==> src/rtl/pha_pkg.sv <==
// shared types and constants for the processor-hot alert block
package pha_pkg;
    // clock period and register command codes
    localparam int CLK_NS = 20;
    localparam logic [7:0] ADDR_STAT = 8'h3A;
    localparam logic [7:0] ADDR_OPT0 = 8'h3C;
    localparam logic [7:0] ADDR_OPT1 = 8'h3D;
    localparam logic [15:0] OPT0_RESET = 16'h4A54;
    localparam logic [15:0] OPT1_RESET = 16'h8100;
    localparam logic [15:0] OPT0_WMASK = 16'hFEFE;
    localparam logic [15:0] OPT1_WMASK = 16'hFF7F;

    // source bit positions in profile mask and status
    localparam int SRC_COMP = 6;
    localparam int SRC_CRIT = 5;
    localparam int SRC_NOM = 4;
    localparam int SRC_DCHG = 3;
    localparam int SRC_SYSTEM_VOLTAGE_SOURCE = 2;
    localparam int SRC_BAT = 1;
    localparam int SRC_ADP = 0;
    localparam int SRC_N = 7;
    localparam logic [6:0] SRC_ALL = 7'h7F;
    localparam logic [6:0] KEEP_NO_ADP = 7'h4C;

    // threshold decode constants
    localparam logic [8:0] CRIT_PCT_FLOOR = 9'h06E;
    localparam logic [8:0] CRIT_PCT_BASE = 9'h069;
    localparam logic [8:0] CRIT_PCT_STEP = 9'h005;
    localparam logic [8:0] CRIT_PCT_300 = 9'h12C;
    localparam logic [8:0] CRIT_PCT_350 = 9'h15E;
    localparam logic [8:0] CRIT_PCT_450 = 9'h1C2;
    localparam logic [4:0] CRIT_CODE_300 = 5'h1B;
    localparam logic [4:0] CRIT_CODE_350 = 5'h1E;
    localparam logic [4:0] CRIT_CODE_450 = 5'h1F;
    localparam logic [8:0] NOM_PCT = 9'h06E;
    localparam logic [12:0] SYSTEM_VOLTAGE_SOURCE_MV_BASE = 13'h1676;
    localparam logic [12:0] SYSTEM_VOLTAGE_SOURCE_MV_STEP = 13'h00FA;
    localparam logic [14:0] DCHG_MA_STEP = 15'h0200;

    // times in ns and their cycle counts
    localparam int T_10US_NS = 10000;
    localparam int T_20US_NS = 20000;
    localparam int T_100US_NS = 100000;
    localparam int T_400US_NS = 400000;
    localparam int T_800US_NS = 800000;
    localparam int T_1MS_NS = 1000000;
    localparam int T_1M6_NS = 1600000;
    localparam int T_5MS_NS = 5000000;
    localparam int T_6MS_NS = 6000000;
    localparam int T_10MS_NS = 10000000;
    localparam int T_12MS_NS = 12000000;
    localparam int T_60MS_NS = 60000000;
    localparam int CYC_10US = (T_10US_NS + CLK_NS - 1) / CLK_NS;
    localparam int CYC_20US = (T_20US_NS + CLK_NS - 1) / CLK_NS;
    localparam int CYC_100US = (T_100US_NS + CLK_NS - 1) / CLK_NS;
    localparam int CYC_400US = (T_400US_NS + CLK_NS - 1) / CLK_NS;
    localparam int CYC_800US = (T_800US_NS + CLK_NS - 1) / CLK_NS;
    localparam int CYC_1MS = T_1MS_NS / CLK_NS;
    localparam int CYC_1M6 = (T_1M6_NS + CLK_NS - 1) / CLK_NS;
    localparam int CYC_5MS = (T_5MS_NS + CLK_NS - 1) / CLK_NS;
    localparam int CYC_6MS = (T_6MS_NS + CLK_NS - 1) / CLK_NS;
    localparam int CYC_10MS = (T_10MS_NS + CLK_NS - 1) / CLK_NS;
    localparam int CYC_12MS = (T_12MS_NS + CLK_NS - 1) / CLK_NS;
    localparam int CYC_60MS = T_60MS_NS / CLK_NS;
    localparam int CYC_ONE = 1;

    typedef logic [21:0] pha_cnt_t;

    typedef enum logic [0:0] {
        PHA_IDLE = 1'b0,
        PHA_LOW = 1'b1
    } pha_state_t;

    typedef struct packed {
        logic [4:0] crit_thr;
        logic [1:0] crit_deg;
        logic rsv8;
        logic [1:0] system_voltage_source_thr;
        logic ext_en;
        logic [1:0] width;
        logic pulse_clear;
        logic nom_deg;
        logic rsv0;
    } pha_opt0_t;

    typedef struct packed {
        logic [5:0] dchg_thr;
        logic [1:0] dchg_deg;
        logic rsv7;
        logic [6:0] profile;
    } pha_opt1_t;

    // sensed inputs, ordered as the source bit positions
    typedef struct packed {
        logic comp_trip;
        logic crit_over;
        logic nom_over;
        logic dchg_over;
        logic system_voltage_source_under;
        logic battery_presence;
        logic adapter_presence;
    } pha_sense_t;

    typedef struct packed {
        logic [7:0] addr;
        logic wr;
        logic rd;
        logic [15:0] wdata;
    } pha_host_req_t;

    typedef struct packed {
        logic [8:0] crit_pct;
        logic [12:0] system_voltage_source_mv;
        logic [14:0] dchg_ma;
    } pha_limits_t;

    typedef struct packed {
        pha_opt0_t opt0;
        pha_opt1_t opt1;
        logic [6:0] status;
        logic stat_armed;
        pha_state_t st;
        logic alert_b;
        logic [15:0] rdata;
        logic [6:0] sync1;
        logic [6:0] sync2;
        logic [1:0] pres_q;
        pha_limits_t lim;
    } pha_top_state_t;

    typedef struct packed {
        pha_cnt_t cnt;
        logic out;
    } pha_dg_state_t;

    typedef struct packed {
        pha_cnt_t cnt;
        logic run;
    } pha_tm_state_t;
endpackage : pha_pkg

==> src/rtl/pha_deglitch.sv <==
// level deglitch filter: output rises after input held high for a period
`timescale 1ns/1ps
module pha_deglitch
    import pha_pkg::*;
(
    input wire logic mclk,
    input wire logic rst_b,
    input wire logic ce,
    input wire logic level_in,
    input wire pha_cnt_t period,
    output logic level_out
);
    pha_dg_state_t s;
    pha_dg_state_t next_s;

    // count high cycles, drop at once on low
    always_comb begin
        next_s = s;
        if (!level_in) begin
            next_s.cnt = '0;
            next_s.out = 1'b0;
        end else if (s.cnt >= period - pha_cnt_t'(1)) begin
            next_s.out = 1'b1;
        end else begin
            next_s.cnt = s.cnt + pha_cnt_t'(1);
        end
    end

    always_ff @(posedge mclk) begin
        if (!rst_b) begin
            s <= '0;
        end else if (ce) begin
            s <= next_s;
        end
    end

    assign level_out = s.out;
endmodule : pha_deglitch

==> src/rtl/pha_pulse_timer.sv <==
// minimum pulse width timer
`timescale 1ns/1ps
module pha_pulse_timer
    import pha_pkg::*;
(
    input wire logic mclk,
    input wire logic rst_b,
    input wire logic ce,
    input wire logic start,
    input wire pha_cnt_t period,
    output logic done
);
    pha_tm_state_t s;
    pha_tm_state_t next_s;

    // restartable count of period cycles
    always_comb begin
        next_s = s;
        if (start) begin
            next_s.cnt = '0;
            next_s.run = 1'b1;
        end else if (s.run) begin
            if (s.cnt >= period - pha_cnt_t'(1)) begin
                next_s.run = 1'b0;
            end else begin
                next_s.cnt = s.cnt + pha_cnt_t'(1);
            end
        end
    end

    always_ff @(posedge mclk) begin
        if (!rst_b) begin
            s <= '0;
        end else if (ce) begin
            s <= next_s;
        end
    end

    assign done = !s.run;
endmodule : pha_pulse_timer

==> src/rtl/pha_alert.sv <==
// processor-hot alert configuration, source filtering and pulse generation
//
// Functional notes
// - critical threshold: 5-bit percent of input limit, 5% steps, reset 01001 = 150%
// - critical codes 0 and 1 are 110%, 2 is 115%; top codes 300/350/450%
// - critical event when input sense current exceeds critical threshold
// - critical deglitch 10us, 100us (reset), 400us, 800us
// - system voltage event when battery-side voltage below threshold for 20us
// - extension set holds alert low until host writes clear bit zero
// - minimum width 100us, 1ms, 10ms (reset), 5ms without extension
// - writing clear zero ends extended pulse; one is idle and reset value
// - nominal event when input current exceeds fixed 110% of limit
// - nominal deglitch 1ms (reset) or 60ms
// - discharge threshold 6-bit, 512mA steps, reset 100000; exceed fires event
// - discharge deglitch 1.6ms, 100us (reset), 6ms, 12ms
// - with adapter present, 7-bit profile mask selects alert sources
// - adapter removal disables critical, nominal, battery and adapter sources
// - all-zero profile keeps alert disabled
// - profile bit 6 enables independent comparator, off at reset
// - status flags per triggering source, cleared on read after release or new pulse
// - status bits: 6 comp, 5 crit, 4 nom, 3 dchg, 2 system_voltage_source, 1 bat, 0 adapter
`timescale 1ns/1ps
module pha_alert
    import pha_pkg::*;
#(
    parameter int P_100US = CYC_100US,
    parameter int P_400US = CYC_400US,
    parameter int P_800US = CYC_800US,
    parameter int P_1MS = CYC_1MS,
    parameter int P_1M6 = CYC_1M6,
    parameter int P_5MS = CYC_5MS,
    parameter int P_6MS = CYC_6MS,
    parameter int P_10MS = CYC_10MS,
    parameter int P_12MS = CYC_12MS,
    parameter int P_60MS = CYC_60MS
)
(
    input wire logic mclk,
    input wire logic rst_b,
    input wire logic ce,
    input wire pha_host_req_t host_req,
    output logic [15:0] host_rdata,
    input wire pha_sense_t sense_in,
    output logic processor_hot_alert_b,
    output pha_limits_t limits,
    output logic [8:0] nom_limit_pct
);
    pha_top_state_t s;
    pha_top_state_t next_s;
    logic [6:0] filt;
    logic [6:0] events;
    logic [6:0] eff_mask;
    logic [6:0] hits;
    logic [SRC_N-1:0][21:0] dg_period;
    logic timer_start;
    logic timer_done;
    pha_cnt_t width_period;
    logic wr_opt0;
    logic wr_opt1;
    logic rd_stat;
    logic clear_req;

    // critical threshold code to percent of input limit
    function automatic logic [8:0] crit_pct(input logic [4:0] code);
        logic [8:0] pct;
        pct = CRIT_PCT_BASE + 9'(CRIT_PCT_STEP * 9'(code));
        if (code <= 5'h01) begin
            pct = CRIT_PCT_FLOOR;
        end else if (code == CRIT_CODE_450) begin
            pct = CRIT_PCT_450;
        end else if (code >= CRIT_CODE_350) begin
            pct = CRIT_PCT_350;
        end else if (code >= CRIT_CODE_300) begin
            pct = CRIT_PCT_300;
        end
        return pct;
    endfunction : crit_pct

    // critical deglitch select
    function automatic pha_cnt_t crit_deg_cyc(input logic [1:0] code);
        pha_cnt_t c;
        case (code)
            2'h0: c = pha_cnt_t'(CYC_10US);
            2'h1: c = pha_cnt_t'(P_100US);
            2'h2: c = pha_cnt_t'(P_400US);
            default: c = pha_cnt_t'(P_800US);
        endcase
        return c;
    endfunction : crit_deg_cyc

    // discharge deglitch select
    function automatic pha_cnt_t dchg_deg_cyc(input logic [1:0] code);
        pha_cnt_t c;
        case (code)
            2'h0: c = pha_cnt_t'(P_1M6);
            2'h1: c = pha_cnt_t'(P_100US);
            2'h2: c = pha_cnt_t'(P_6MS);
            default: c = pha_cnt_t'(P_12MS);
        endcase
        return c;
    endfunction : dchg_deg_cyc

    // minimum pulse width select
    function automatic pha_cnt_t width_cyc(input logic [1:0] code);
        pha_cnt_t c;
        case (code)
            2'h0: c = pha_cnt_t'(P_100US);
            2'h1: c = pha_cnt_t'(P_1MS);
            2'h2: c = pha_cnt_t'(P_10MS);
            default: c = pha_cnt_t'(P_5MS);
        endcase
        return c;
    endfunction : width_cyc

    // host access decode
    assign wr_opt0 = host_req.wr && (host_req.addr == ADDR_OPT0);
    assign wr_opt1 = host_req.wr && (host_req.addr == ADDR_OPT1);
    assign rd_stat = host_req.rd && (host_req.addr == ADDR_STAT);
    assign clear_req = wr_opt0 && !host_req.wdata[2];

    // per-source deglitch periods
    always_comb begin
        dg_period = '0;
        dg_period[SRC_COMP] = 22'(CYC_ONE);
        dg_period[SRC_CRIT] = crit_deg_cyc(s.opt0.crit_deg);
        dg_period[SRC_NOM] = s.opt0.nom_deg ? 22'(P_60MS) : 22'(P_1MS);
        dg_period[SRC_DCHG] = dchg_deg_cyc(s.opt1.dchg_deg);
        dg_period[SRC_SYSTEM_VOLTAGE_SOURCE] = 22'(CYC_20US);
        dg_period[SRC_BAT] = 22'(CYC_ONE);
        dg_period[SRC_ADP] = 22'(CYC_ONE);
    end

    // analog comparator levels filtered after synchronising
    genvar g;
    generate
        for (g = SRC_SYSTEM_VOLTAGE_SOURCE; g < SRC_N; g++) begin : g_dg
            pha_deglitch u_dg (
                .mclk(mclk),
                .rst_b(rst_b),
                .ce(ce),
                .level_in(s.sync2[g]),
                .period(dg_period[g]),
                .level_out(filt[g])
            );
        end
    endgenerate

    // presence sources fire on any change of the level
    assign filt[SRC_BAT] = s.sync2[SRC_BAT] ^ s.pres_q[1];
    assign filt[SRC_ADP] = s.sync2[SRC_ADP] ^ s.pres_q[0];
    assign events = filt;

    // profile mask, trimmed while the adapter is absent
    always_comb begin
        eff_mask = s.opt1.profile;
        if (!s.pres_q[0]) begin
            eff_mask = s.opt1.profile & KEEP_NO_ADP;
        end
    end
    assign hits = events & eff_mask;

    assign width_period = width_cyc(s.opt0.width);
    assign timer_start = (s.st == PHA_IDLE) && (|hits);

    pha_pulse_timer u_timer (
        .mclk(mclk),
        .rst_b(rst_b),
        .ce(ce),
        .start(timer_start),
        .period(width_period),
        .done(timer_done)
    );

    // next state: registers, status, alert state machine
    always_comb begin
        next_s = s;
        next_s.sync1 = sense_in;
        next_s.sync2 = s.sync1;
        next_s.pres_q = {s.sync2[SRC_BAT], s.sync2[SRC_ADP]};

        // register writes, reserved bits forced to zero
        if (wr_opt0) begin
            next_s.opt0 = pha_opt0_t'(host_req.wdata & OPT0_WMASK);
        end
        if (wr_opt1) begin
            next_s.opt1 = pha_opt1_t'(host_req.wdata & OPT1_WMASK);
        end

        // read data captured one cycle after the strobe
        if (host_req.rd) begin
            case (host_req.addr)
                ADDR_OPT0: next_s.rdata = 16'(s.opt0);
                ADDR_OPT1: next_s.rdata = 16'(s.opt1);
                ADDR_STAT: next_s.rdata = {9'h000, s.status};
                default: next_s.rdata = 16'h0000;
            endcase
        end

        // status clears on first read after release
        if (rd_stat && s.stat_armed && (s.st == PHA_IDLE)) begin
            next_s.status = 7'h00;
            next_s.stat_armed = 1'b0;
        end

        case (s.st)
            PHA_IDLE: begin
                next_s.alert_b = 1'b1;
                next_s.opt0.pulse_clear = 1'b1;
                if (|hits) begin
                    next_s.st = PHA_LOW;
                    next_s.alert_b = 1'b0;
                    next_s.status = hits;
                    next_s.stat_armed = 1'b0;
                end
            end
            PHA_LOW: begin
                next_s.alert_b = 1'b0;
                next_s.status = s.status | hits;
                if (s.opt0.ext_en) begin
                    if (clear_req && !(|hits)) begin
                        next_s.st = PHA_IDLE;
                        next_s.alert_b = 1'b1;
                        next_s.stat_armed = 1'b1;
                        next_s.opt0.pulse_clear = 1'b1;
                    end
                end else if (timer_done && !(|hits)) begin
                    next_s.st = PHA_IDLE;
                    next_s.alert_b = 1'b1;
                    next_s.stat_armed = 1'b1;
                end
            end
            default: begin
                next_s.st = PHA_IDLE;
                next_s.alert_b = 1'b1;
            end
        endcase

        // decoded thresholds toward the analog comparators
        next_s.lim.crit_pct = crit_pct(s.opt0.crit_thr);
        next_s.lim.system_voltage_source_mv = SYSTEM_VOLTAGE_SOURCE_MV_BASE + 13'(SYSTEM_VOLTAGE_SOURCE_MV_STEP * 13'(s.opt0.system_voltage_source_thr));
        next_s.lim.dchg_ma = 15'(DCHG_MA_STEP * 15'(s.opt1.dchg_thr));
    end

    // state register with reset values
    always_ff @(posedge mclk) begin
        if (!rst_b) begin
            s <= '0;
            s.opt0 <= pha_opt0_t'(OPT0_RESET);
            s.opt1 <= pha_opt1_t'(OPT1_RESET);
            s.st <= PHA_IDLE;
            s.alert_b <= 1'b1;
        end else if (ce) begin
            s <= next_s;
        end
    end

    assign processor_hot_alert_b = s.alert_b;
    assign host_rdata = s.rdata;
    assign limits = s.lim;
    assign nom_limit_pct = NOM_PCT;
endmodule : pha_alert

==> config.mk <==
export PLATFORM = sky130hd
export DESIGN_NAME = pha_alert
export DESIGN_NICKNAME = d
export VERILOG_FILES = /design/src/rtl/pha_pkg.sv /design/src/rtl/pha_deglitch.sv /design/src/rtl/pha_pulse_timer.sv /design/src/rtl/pha_alert.sv
export SDC_FILE = /design/constraint.sdc
export NUM_CORES = 1
export LEC_CHECK = 0
export ABC_CLOCK_PERIOD_IN_PS = 3750
export BUFFER_PORTS_ARGS = -buffer_cell sky130_fd_sc_hd__buf_2
export CELL_PAD_IN_SITES_DETAIL_PLACEMENT = 0
export CELL_PAD_IN_SITES_GLOBAL_PLACEMENT = 2
export CORE_ASPECT_RATIO = 2
export CORE_MARGIN = 4
export CORE_UTILIZATION = 37
export DETAILED_ROUTE_END_ITERATION = 7
export GPL_TIMING_DRIVEN = 0
export HOLD_SLACK_MARGIN = 0.02
export PLACE_DENSITY_LB_ADDON = 0.1
export SYNTH_ARGS = -nofsm -noshare
export SYNTH_HDL_FRONTEND = slang
export SYNTH_SLANG_ARGS = --single-unit
==> constraint.sdc <==
create_clock -name mclk -period 3.75 [get_ports mclk]
set_input_delay 0.375 -clock mclk [delete_from_list [all_inputs] [get_ports mclk]]
set_output_delay 0.375 -clock mclk [all_outputs]
set_load 0.01 [all_outputs]
==> impl_summary.md, run 1 <==
Status
The flow ran to the end, and the final reports show no timing, DRC or antenna violations.

Pwr
The internal power is approximately 3.6 mW. Per report_power, the combinational group accounts for 6.3% of the total. The leakage power of the design is 5.705 nW.

The fraction of power consumed by sequential logic is 47.5%. For this design the total switching power over the nets is 1.175 mW. Net switching is 24.37% of the power.

The peak supply drop is 0.3207 mV. The power density over the cells is 344.9 nW/µm². Of the total power, the clock network draws between 40% and 50%.

Yosys
In this run, synthesis inferred 0 flip-flops with an integrated enable. Among all flip-flop cells after synthesis, the most frequent one is sky130_fd_sc_hd__dfxtp_1. After technology mapping, the gate count stands at ~1.5k. The average instance area after synthesis is 8.235 µm². The number of synthesized register bits is 212. The count of yosys warnings during synthesis is 0. After synthesis, the netlist uses 84 different library cells.

After synthesis, flip-flops and latches occupy 34.61% of the total area. Of all flip-flops after synthesis, the portion carrying an async set or reset was 0%. The synthesized cell area is 12260 µm².

Floorplanning
The floorplan has 94 rows. The floorplan step defined a die boundary enclosing 36290 µm². The core region is about 33000 µm². The total I/O pin count is 99.

The vertical die dimension is 265.5 µm. The effective utilization at floorplan is 37.37%. The die outline width is 136.7 µm.

Timing
The total count of hold-check failures in the final report is 0. The max-slew headroom at the worst pin is 19.89%. Hold timing on the final database bottoms out at a slack of around 0.080 ns. The count of pins over their slew limit was 0. Derived from the worst setup path, the maximum achievable clock frequency is about 290 MHz. Dividing the final minimum period by the clock period gives between 90% and 100%.

The setup slack after layout is around 0.28 ns. After layout, the minimum clock period comes to 3.469 ns. The slew at the pin with the worst max-slew slack is 1.189 ns.

The total negative slack for setup checks is 0 ns. The clock skew is 0.01704 ns. Setup repair after global routing left no endpoint under its margin.

Setup violations remaining at the end of the flow were counted as 0.

Routing
The first detailed-routing pass took 5 iterations. The detailed-route wire length is between 40000 and 50000 µm. Using the TritonRoute via totals, the vias-per-cell ratio works out to approximately 5.5. Dividing the detail-routed wire length by the instance count gives 19.95 µm. The final antenna-violating net count is 0. For this block, the via count after detailed routing is 11.26k. For this run, design rule violations remaining after detail routing come to 0. After the first detailed-routing iteration, the DRC count stood at between 500 and 600.

Placement
Routability-driven placement finished with a final weighted congestion of 0.8806. The number of buffers added on ports is 78. Summing all placed instances gives a cell area of 13280 µm². Once detailed placement completed, the half-perimeter wirelength came to 31300 µm. Prior to clock tree synthesis, the placed netlist has a worst setup slack of -0.03820 ns.

Worst setup path
Walking the worst path, the cells encountered are inv_1 -> ha_1 -> ha_1 -> and4b_1 -> nand4b_1 -> nor3_1 -> clkbuf_1 -> nor3_1 -> mux2i_1. The setup path with the least slack is of type reg -> reg. The slowest cell on the critical path is sky130_fd_sc_hd__nor3_1.

Data on the critical path arrives at its endpoint at 3.87 ns. On the worst path, the slowest cell contributes a delay of roughly 0.84 ns. The setup slack of the worst register-to-register path is around 0.28 ns. The critical path contains buffers and inverters numbering 2 combined. The worst setup path is launched from a register.

STA puts the critical path data required time at 4.15 ns. The maximum fanout along the worst path is 10. Among cell families on the critical path, the largest total delay comes from simple AND/OR/NAND/NOR gates. The kind of end point of the critical path is a register.

Clocking
The clock net sink count is 212. The clock network latency to the later pin of the worst-skew pair is 0.54 ns. The number of buffers inserted to repair setup after CTS is 0. The CTS buffer count is 23. Clock-pin slew was measured on the worst setup and hold paths at 0.07 ns. The longest clock path from root to sink contains 3 buffers. The CTS H-tree depth is 1. The CTS root buffer is sky130_fd_sc_hd__clkbuf_16.

The TritonCTS clock tree is done. The hold buffer count at cts is 0.

Finish
After routing the design area is roughly 14000 µm². The proportion of layout cells with a drive suffix above 1 is between 10% and 20%. The final layout net count is 1748.

The growth of design area from synthesis to finish is 13.98%. At the end of the flow the core is filled with cells to 42.59%. The number of antenna repair diodes is 0.

Global route
Entering global routing, the biggest net connects 13 pins. The via count of the first global-routing pass was 11.18k. Global routing finished with a remaining overflow of 0. The first-pass GRT wire length is 63890 µm. The overall fraction of global-route tracks in use is 22.42%. The number of antenna violations at the first check in global routing is 0.

Run
The max-capacitance violation count is 0.

Min path
The path type of the worst min-delay path is in -> reg.
[flip-flops by register name, indices dropped and copies added (netlist names)]
signal                 cells
host_rdata                16
next_s                     9
processor_hot_alert_b      1
limits                    25
s                         45
g_dg.u_dg.level_out        5
u_timer.s                 23
g_dg.u_dg.s               88
[path summary, 6_finish.rpt]
path,from,to,cells after the start
hold reg to reg,u_timer.s[22],u_timer.s[22],2
setup / recovery,s[87],g_dg[3].u_dg.s[20],9
hold / removal,sense_in[3],next_s[42],3
setup reg to reg,s[87],g_dg[3].u_dg.s[20],9
[worst min-delay path: stages]
cell and delay (ns):
sky130_fd_sc_hd__buf_2 0.07, sky130_fd_sc_hd__mux2i_1 0.05, sky130_fd_sc_hd__nor2_1 0.07
[timing repair]
| action | CTS | global route |
|---|---|---|
| hold endpoints to repair | 0 | 0 |
| resized for setup | 1 | 1 |
| gates cloned | 0 | 0 |
| setup endpoints to repair | 9 | 6 |
[power groups by stage]
stage	clock, mW	combinational [mW]	sequential, mW
2_1_floorplan	0	0.176	2.33
3_3_place_gp	0	0.304	2.34
3_5_place_dp	0	0.305	2.34
4_1_cts	2.29	0.306	2.29
5_1_grt	2.37	0.326	2.29
6_report	2.23	0.303	2.29
[cells by family after synthesis]
logic type / share of synthesized area, %
adder cells (fa/ha/maj): 10.16
flip-flops: 34.61
XOR/XNOR: 0.9286
multiplexers: 3.694
other: 0.06125
AND/OR/NAND/NOR: 24.16
buffers and inverters: 8.041
AO/OA/AOI/OAI: 18.34
[final cells by class]
class / instances / area [µm²]
fillers: 3371 / 18840
multi-input cells: 1107 / 7114
flip-flops and latches: 212 / 4244
plain buffers: 133 / 772.0
clock buffers: 32 / 659.4
well taps: 432 / 540.5
repair buffers: 79 / 401.6
inverters: 57 / 214.0
clock inverters: 1 / 30.03
[layer usage]
layer	share of wire (%)	GRT usage, %	vias to the layer above
li1	-	-	5582
met5	0	0	-
met3	3.6	2.082	76
met4	3.2	7.690	0
met2	54	42.62	258
met1	39	25.52	5348
[synthesized netlist by cell type (all sizes together), types with 7 or more instances]
master | n | share of area [%]
a21boi | 7 | 0.43
a211oi | 10 | 0.61
mux2i | 43 | 3.5
nand4 | 56 | 2.9
and3 | 16 | 0.82
nor2b | 9 | 0.46
or4 | 13 | 0.83
nor4 | 16 | 0.82
or3 | 9 | 0.46
a41o | 7 | 0.57
nand2 | 172 | 5.3
or2 | 7 | 0.36
nor3 | 22 | 0.90
ha | 98 | 10
a21o | 8 | 0.50
a2bb2oi | 10 | 0.71
dfxtp | 212 | 35
nand3 | 73 | 3.1
buf | 71 | 4.1
a21oi | 86 | 3.5
inv | 57 | 1.7
o21ai | 53 | 2.2
nor2 | 141 | 4.3
nand2b | 13 | 0.66
and2 | 22 | 1.1
o21a | 24 | 1.5
a22oi | 7 | 0.43
o211ai | 36 | 2.2
a31oi | 18 | 0.92
clkbuf | 61 | 2.1
xor2 | 12 | 0.86
[through the flow]
step	std cells	power, mW
after detailed placement	2020	2.646
after CTS	2053	4.891
after floorplan	1509	2.509
after global placement	2019	2.645
after global routing	2053	4.990
final	2053	4.821
[placed cells by master, fill, tap and decap left out, types with 56 or more instances in the layout]
cell type / netlist / routed
sky130_fd_sc_hd__dfxtp_1: 212 / 212
sky130_fd_sc_hd__inv_1: 56 / 56
sky130_fd_sc_hd__nor2_1: 141 / 140
sky130_fd_sc_hd__nand3_1: 71 / 71
sky130_fd_sc_hd__ha_1: 98 / 98
sky130_fd_sc_hd__buf_2: 6 / 84
sky130_fd_sc_hd__clkbuf_1: 57 / 61
sky130_fd_sc_hd__nand2_1: 171 / 171
sky130_fd_sc_hd__buf_4: 62 / 62
sky130_fd_sc_hd__nand4_1: 56 / 56
sky130_fd_sc_hd__a21oi_1: 86 / 86
Note: power is estimated with default switching activity, not from simulation.
==> run 2: changes to the inputs <==
- CELL_PAD_IN_SITES_GLOBAL_PLACEMENT: 2 -> 1
- CORE_UTILIZATION: 37 -> 46
==> run 2 against run 1 <==
Sequential share of layout area is 0.18 points higher; wire length shrank 8.4%; hold slack worse by 0.00077 ns; critical path type unchanged; critical path depth grew 2.
==> impl_summary.md, run 2 (synthesis results as in run 1) <==
Floorplanning
Measured along the y axis, the die boundary spans 238.9 µm. The total I/O pin count is 99. The total die area is 29490 µm². After floorplanning, the core was divided into 84 placement rows. Once the floorplan was initialized, standard cells occupied 46.67% of the core.

In this run the standard cell core region covers 26280 µm². The die is between 100 and 150 µm wide.

Routing
Detailed routing inserted a total of 11.34k vias. The final antenna-violating net count is 0. The routed length per instance is 19.03 µm. Using the TritonRoute via totals, the vias-per-cell ratio works out to between 5 and 6.

The first routing iteration left 636 violations. The remaining design rule violation count is 0. The first-pass iteration count of the detailed router is 5.

The detailed-route wire length is around 37000 µm.

Clocking
In this run the deepest clock path goes through 3 buffers. The TritonCTS clock tree is done. The CTS H-tree depth is 1.

The CTS buffer count is 22. Clock-pin slew was measured on the worst setup and hold paths at 0.07 ns. The clock network latency to the later pin of the worst-skew pair is 0.53 ns. In this run the clock root is driven by a sky130_fd_sc_hd__clkbuf_16.

The clock net sink count is 212.

Global route
The largest net degree at the start of global routing is 16. The via count of the first global-routing pass was 11.12k. The total overflow left after global routing is 0.

The overall fraction of global-route tracks in use is about a quarter. The number of antenna violations at the first check in global routing is 0. The first-pass GRT wire length is 59080 µm.

Status
The run finished with clean final reports.

Pwr
The peak supply drop is approximately 0.37 mV. The power density over the cells is 348.4 nW/µm². The completed layout was analyzed and its total power is 4.840 mW.

The leakage power of the design is 5.710 nW.

Timing
Setup total negative slack on the finished layout was measured at 0 ns. The number of setup violations in the final report is 0. The clock skew is slightly below 0.02 ns.

The clock period could shrink to 3.492 ns. Setup repair after global routing left no endpoint under its margin. The count of pins over their slew limit is 0. The part of the cycle the worst path needs is 93.13%. Timing would allow up to between 200 and 300 MHz.

The worst pin sits at a relative slew slack of between 20 and 25%. The slew at the pin with the worst max-slew slack is 1.161 ns. The total count of hold-check failures in the final report is 0.

Worst setup path
Counting cells, the worst reg-to-reg path comes to 11. The worst setup path is captured at a register. The critical path in this run is classified as reg -> reg. STA puts the critical path data required time at 4.14 ns. The critical path goes through inv_1 -> ha_1 -> inv_1 -> ha_1 -> a211oi_1 -> a21oi_1 -> o211ai_1 -> a31oi_1 -> nor2_1 -> clkbuf_1 -> o211ai_1. The instance count on the critical path is 11. The type of origin of the critical path is a register. The arrival time at the worst endpoint is roughly 3.9 ns. Among cell families on the critical path, the largest total delay comes from compound AO/OA/AOI/OAI gates. The critical path buffer and inverter count is 3.

Of all nets on the critical path, the largest fanout is 10. The slowest stage of the critical path belongs to the cell sky130_fd_sc_hd__nor2_1. The largest stage delay on the critical path is 0.64 ns.

Finish
The net count of the finished layout is 1746. Across the whole layout, storage elements account for 4244 µm². The register with the most flip-flops in the layout has roughly 90 of them.

The post-route netlist has roughly an eighth of its cells at a drive strength greater than 1. The area taken by multi-input logic gates is between 7000 and 8000 µm². The most frequent standard cell in the layout excluding fill and tap cells is sky130_fd_sc_hd__dfxtp_1. The number of antenna repair diodes is 0. Fill cells in the final layout number 2628. The library cells used most frequently in the layout, excluding fill and tap cells, are sky130_fd_sc_hd__dfxtp_1, sky130_fd_sc_hd__nand2_1, sky130_fd_sc_hd__nor2_1, sky130_fd_sc_hd__ha_1, sky130_fd_sc_hd__a21oi_1.

The growth of design area from synthesis to finish is 13.31%. g_dg.u_dg.s holds more flip-flops than any other register.

Placement
The weighted congestion at the end of routability-driven global placement is 0.9518. The half-perimeter wire length after detailed placement is between 20000 and 30000 µm. The number of buffers added on ports is 78.

Min path
In this run the worst hold path is classified as in -> reg. The worst hold path was traced through 3 stages.

Run
Max-cap violations in this run came to 0.
[run 2: cell types whose count changed in the layout (fill, tap and decap cells not counted), sizes merged]
cell	delta
buf	-1
clkbuf	-3
clkinv	+5
clkinvlp	+4
[run 2: layout make-up]
cell class                      count  area share, %
Timing Repair Buffer               78          2.810
Clock buffer                       29          4.593
Clock inverter                     10         0.6664
Multi-Input combinational cell   1107          51.19
Tap cell                          344          3.098
Sequential cell                   212          30.55
Buffer                            133          5.557
Inverter                           57          1.540
[run 2: tightest hold or removal path: stages]
cell and delay, ns:
sky130_fd_sc_hd__buf_2 0.07, sky130_fd_sc_hd__mux2i_1 0.05, sky130_fd_sc_hd__nor2_1 0.07
[run 2: power by group]
group / internal [mW] / switching, mW
combinational: 0.0994 / 0.194
sequential: 2.27 / 0.0171
clock: 1.27 / 0.984
[run 2: per-stage QoR]
stage               hold WS, ns  area (µm²)  instances  utilization [%]  setup WS [ns]
floorplan                0.4197       12340       1509                -          1.114
global placement         0.4343       13160       1931            50.08         0.1388
finish                  0.07965       13890       1970            52.88         0.2576
CTS                     0.07111       13890       1970            52.86         0.1106
detailed placement       0.4438       13160       1931            50.08         0.1047
global route            0.09845       13890       1970            52.88        0.03482
[run 2: final timing paths]
path	startpoint	endpoint	slack (ns)
worst min register to register	u_timer.s[22]	u_timer.s[22]	0.45
worst max register to register	s[98]	u_timer.s[20]	0.26
worst max-delay path	s[98]	u_timer.s[20]	0.26
worst min-delay path	sense_in[2]	next_s[41]	0.08
[run 2: metal layers]
layer | track usage [%] | part of all wire (%) | vias up
met3 | 2.321 | 3.9 | 82
met2 | 48.20 | 54 | 305
li1 | - | - | 5564
met4 | 10.86 | 4.3 | 0
met1 | 27.82 | 38 | 5392
met5 | 0 | 0 | -
[run 2: what timing repair did]
item / 4_1_cts / 5_1_grt
endpoints found under the setup margin: 0 / 3
gates resized for setup: 0 / 1
buffers inserted: 0 / 0
hold buffers: 0 / 0
==> run 3: changes to the inputs <==
- BUFFER_PORTS_ARGS: -buffer_cell sky130_fd_sc_hd__buf_2 -> default
- CORE_UTILIZATION: 46 -> 49
- DONT_BUFFER_PORTS: default -> 1
- GPL_ROUTABILITY_DRIVEN: default -> 0
==> run 3 against run 2 <==
Setup slack got worse by 0.078 ns; count of clock-buffer cells in the layout increased by 2; sequential power about the same; via count decreased by 1.0%.
==> impl_summary.md, run 3 (synthesis results as in run 1) <==
Worst setup path
The number of buffers and inverters on the critical path is 2. On the worst path, the slowest cell contributes a delay of 0.66 ns. The maximum fanout along the worst path is 10.

In this run the number of cells on the critical path is 9. The largest individual stage delay along the critical path comes from the cell sky130_fd_sc_hd__nor3_2. The launch point of the critical path is s[87]. The worst setup path endpoint is g_dg[3].u_dg.level_out. The arrival time at the worst endpoint is 4.03 ns.

By instance count, the cell type seen most on the critical path is sky130_fd_sc_hd__ha_1. Data on the critical path is required at its endpoint by ~4.2 ns. The critical register-to-register path endpoint is g_dg[3].u_dg.level_out. The number of cells on the worst reg-to-reg path is 9. On the critical path the largest part of the delay comes from simple AND/OR/NAND/NOR gates. The worst setup path is launched from a register. The worst register-to-register path has a setup slack of 0.18 ns. The reg-to-reg critical path startpoint is s[87]. Walking the worst path, the cells encountered are inv_1 -> ha_1 -> ha_1 -> and4b_1 -> nand4b_1 -> nor3_2 -> clkbuf_1 -> o21ai_0 -> a21oi_1.

The kind of end point of the critical path is a register. The setup path with the least slack is of type reg -> reg.

Timing
The final critical-path required period is 3.571 ns. The total count of hold-check failures in the final report came to 0. The worst path uses 95.21% of the clock period. Final hold analysis gives a worst-case slack of 0.06099 ns. Headroom to the max-slew limit came out at between 10% and 20%.

The count of pins over their slew limit is 0. For this run, the top clock speed supported by timing is 280.1 MHz. Between clock sinks in the finished design, the worst skew comes to 0.009175 ns. The slew at the pin with the worst max-slew slack is ~1.3 ns. The number of setup violations in the final report is 0. Setup repair after global routing left no endpoint under its margin.

Clocking
Buffers inserted during clock tree synthesis total 22. Clock-pin slew was measured on the worst setup and hold paths at 0.07 ns. The CTS root buffer is sky130_fd_sc_hd__clkbuf_16. The clock net sink count is 212. The clock network latency to the later pin of the worst-skew pair is 0.52 ns. CTS built an H-tree with a depth of 1. The maximum number of buffers from clock root to sink is 3. TritonCTS built the clock tree.

Finish
The sequential cells in the finished layout cover a total of 4244 µm². Excluding fillers, the count of instances in the completed layout stands at 1908. The library cells used most frequently in the layout, excluding fill and tap cells, are sky130_fd_sc_hd__dfxtp_1, sky130_fd_sc_hd__nand2_1, sky130_fd_sc_hd__nor2_1, sky130_fd_sc_hd__ha_1, sky130_fd_sc_hd__a21oi_1.

The final layout net count is 1695. The final core utilization is 56.36%. The library cell used most frequently in the layout, excluding fill and tap cells, is sky130_fd_sc_hd__dfxtp_1.

After filler insertion, the fill cell instance count of the layout stands at between 2k and 2.5k. In the final layout, the multi-input gates occupy around 7000 µm². The proportion of layout cells with a drive suffix above 1 is 8.825%.

The register with the most flip-flops in the final layout is g_dg.u_dg.s. The growth of design area from synthesis to finish is 12.74%. The register with the most flip-flops in the layout has slightly below 90 of them.

Floorplanning
The core area is ~25000 µm². The die is around 120 µm wide. The vertical die dimension is about 230 µm. For this configuration, the core starts out at a cell density of between 40% and 50%. 99 I/O pins were placed. The floorplan step defined a die boundary enclosing 27770 µm².

The site row count is 81.

Pwr
Dividing total power by cell area gives a power density of 362.9 nW/µm². Total power for the finished layout comes to about 5 mW. For this design the static power due to leakage is 5.514 nW. The peak supply drop is 0.3525 mV.

Routing
The detailed-route wire length is 37660 µm. The remaining design rule violation count is 0. After detailed routing, the average wire length per cell comes to 19.74 µm. The initial detailed-routing violation count is 593.

The via count normalized by instance count is 5.885. The routed layout has 11.23k vias. The first detailed-routing pass took 8 iterations. The detail route stage leaves a number of antenna-violating nets equal to 0.

Global route
The via count of the first global-routing pass is 11.21k. The first-pass GRT wire length is 60280 µm. The overall fraction of global-route tracks in use is 26.97%. Entering global routing, the biggest net connects 15 pins.

After global routing the overflow that remains totals 0. The number of antenna violations at the first check in global routing is 1.

Min path
The startpoint of the tightest hold check path is host_req[2]. The path type of the worst min-delay path is in -> reg. The hold path depth is 2.

Placement
The half-perimeter wire length after detailed placement is between 20000 and 30000 µm. The number of buffers added on ports is 0. The cell count after placement is 1842.

Run
The max-capacitance violation count is 0.

Status
The flow ran to the end, and the final reports show no timing, DRC or antenna violations.
## run 3: cell count changes in the layout (fill, tap and decap cells not counted), sizes merged
cell         before  now
clkinv            5    4
buf             149   76
diode             0    1
bufinv            1    4
clkinvlp          4    0
clkbuf           90   91
dlygate4sd3       0   23
## run 3: where the power goes
group          switching [mW]  internal [mW]
clock                   0.947           1.49
sequential             0.0172           2.27
combinational           0.189         0.0984
total                    1.15           3.86
## run 3: stage by stage
stage,setup TNS [ns],setup slack (ns),instance area [µm²]
global placement,-0.5021,-0.1307,12750
detailed placement,-0.4368,-0.09682,12760
global route,0,0.06591,13820
floorplan,0,1.114,12340
CTS,0,0.05287,13790
finish,0,0.1795,13820
## run 3: repair_timing
action                                  in CTS  in global routing
resized for setup                            1                  0
pin swaps                                    0                  1
hold endpoints to repair                    35                  0
buffers inserted                             0                  4
endpoints found under the setup margin       9                  4
hold buffers                                23                  0
## run 3: worst min path at each step
stage,end
finish,s[97]
global route,s[97]
CTS,s[97]
detailed placement,g_dg[5].u_dg.s[20]
global placement,g_dg[5].u_dg.s[21]
floorplan,u_timer.s[22]
## run 3: area by class of cell
class	count	area share, %
repair buffers	28	1.937
clock inverters	8	1.041
inverters	57	1.548
multi-input cells	1107	51.45
plain buffers	132	5.558
clock buffers	31	4.743
diodes	1	0.01810
well taps	332	3.005
flip-flops and latches	212	30.70
## run 3: routing by layer
layer / track usage [%] / wire length, µm / share of wire [%] / vias to the layer above
met5: 0 / 0 / 0 / -
met1: 28.60 / 13860 / 37 / 5299
li1: - / - / - / 5477
met4: 13.02 / 1829 / 4.9 / 0
met2: 51.82 / 20260 / 54 / 347
met3: 3.218 / 1701 / 4.5 / 105
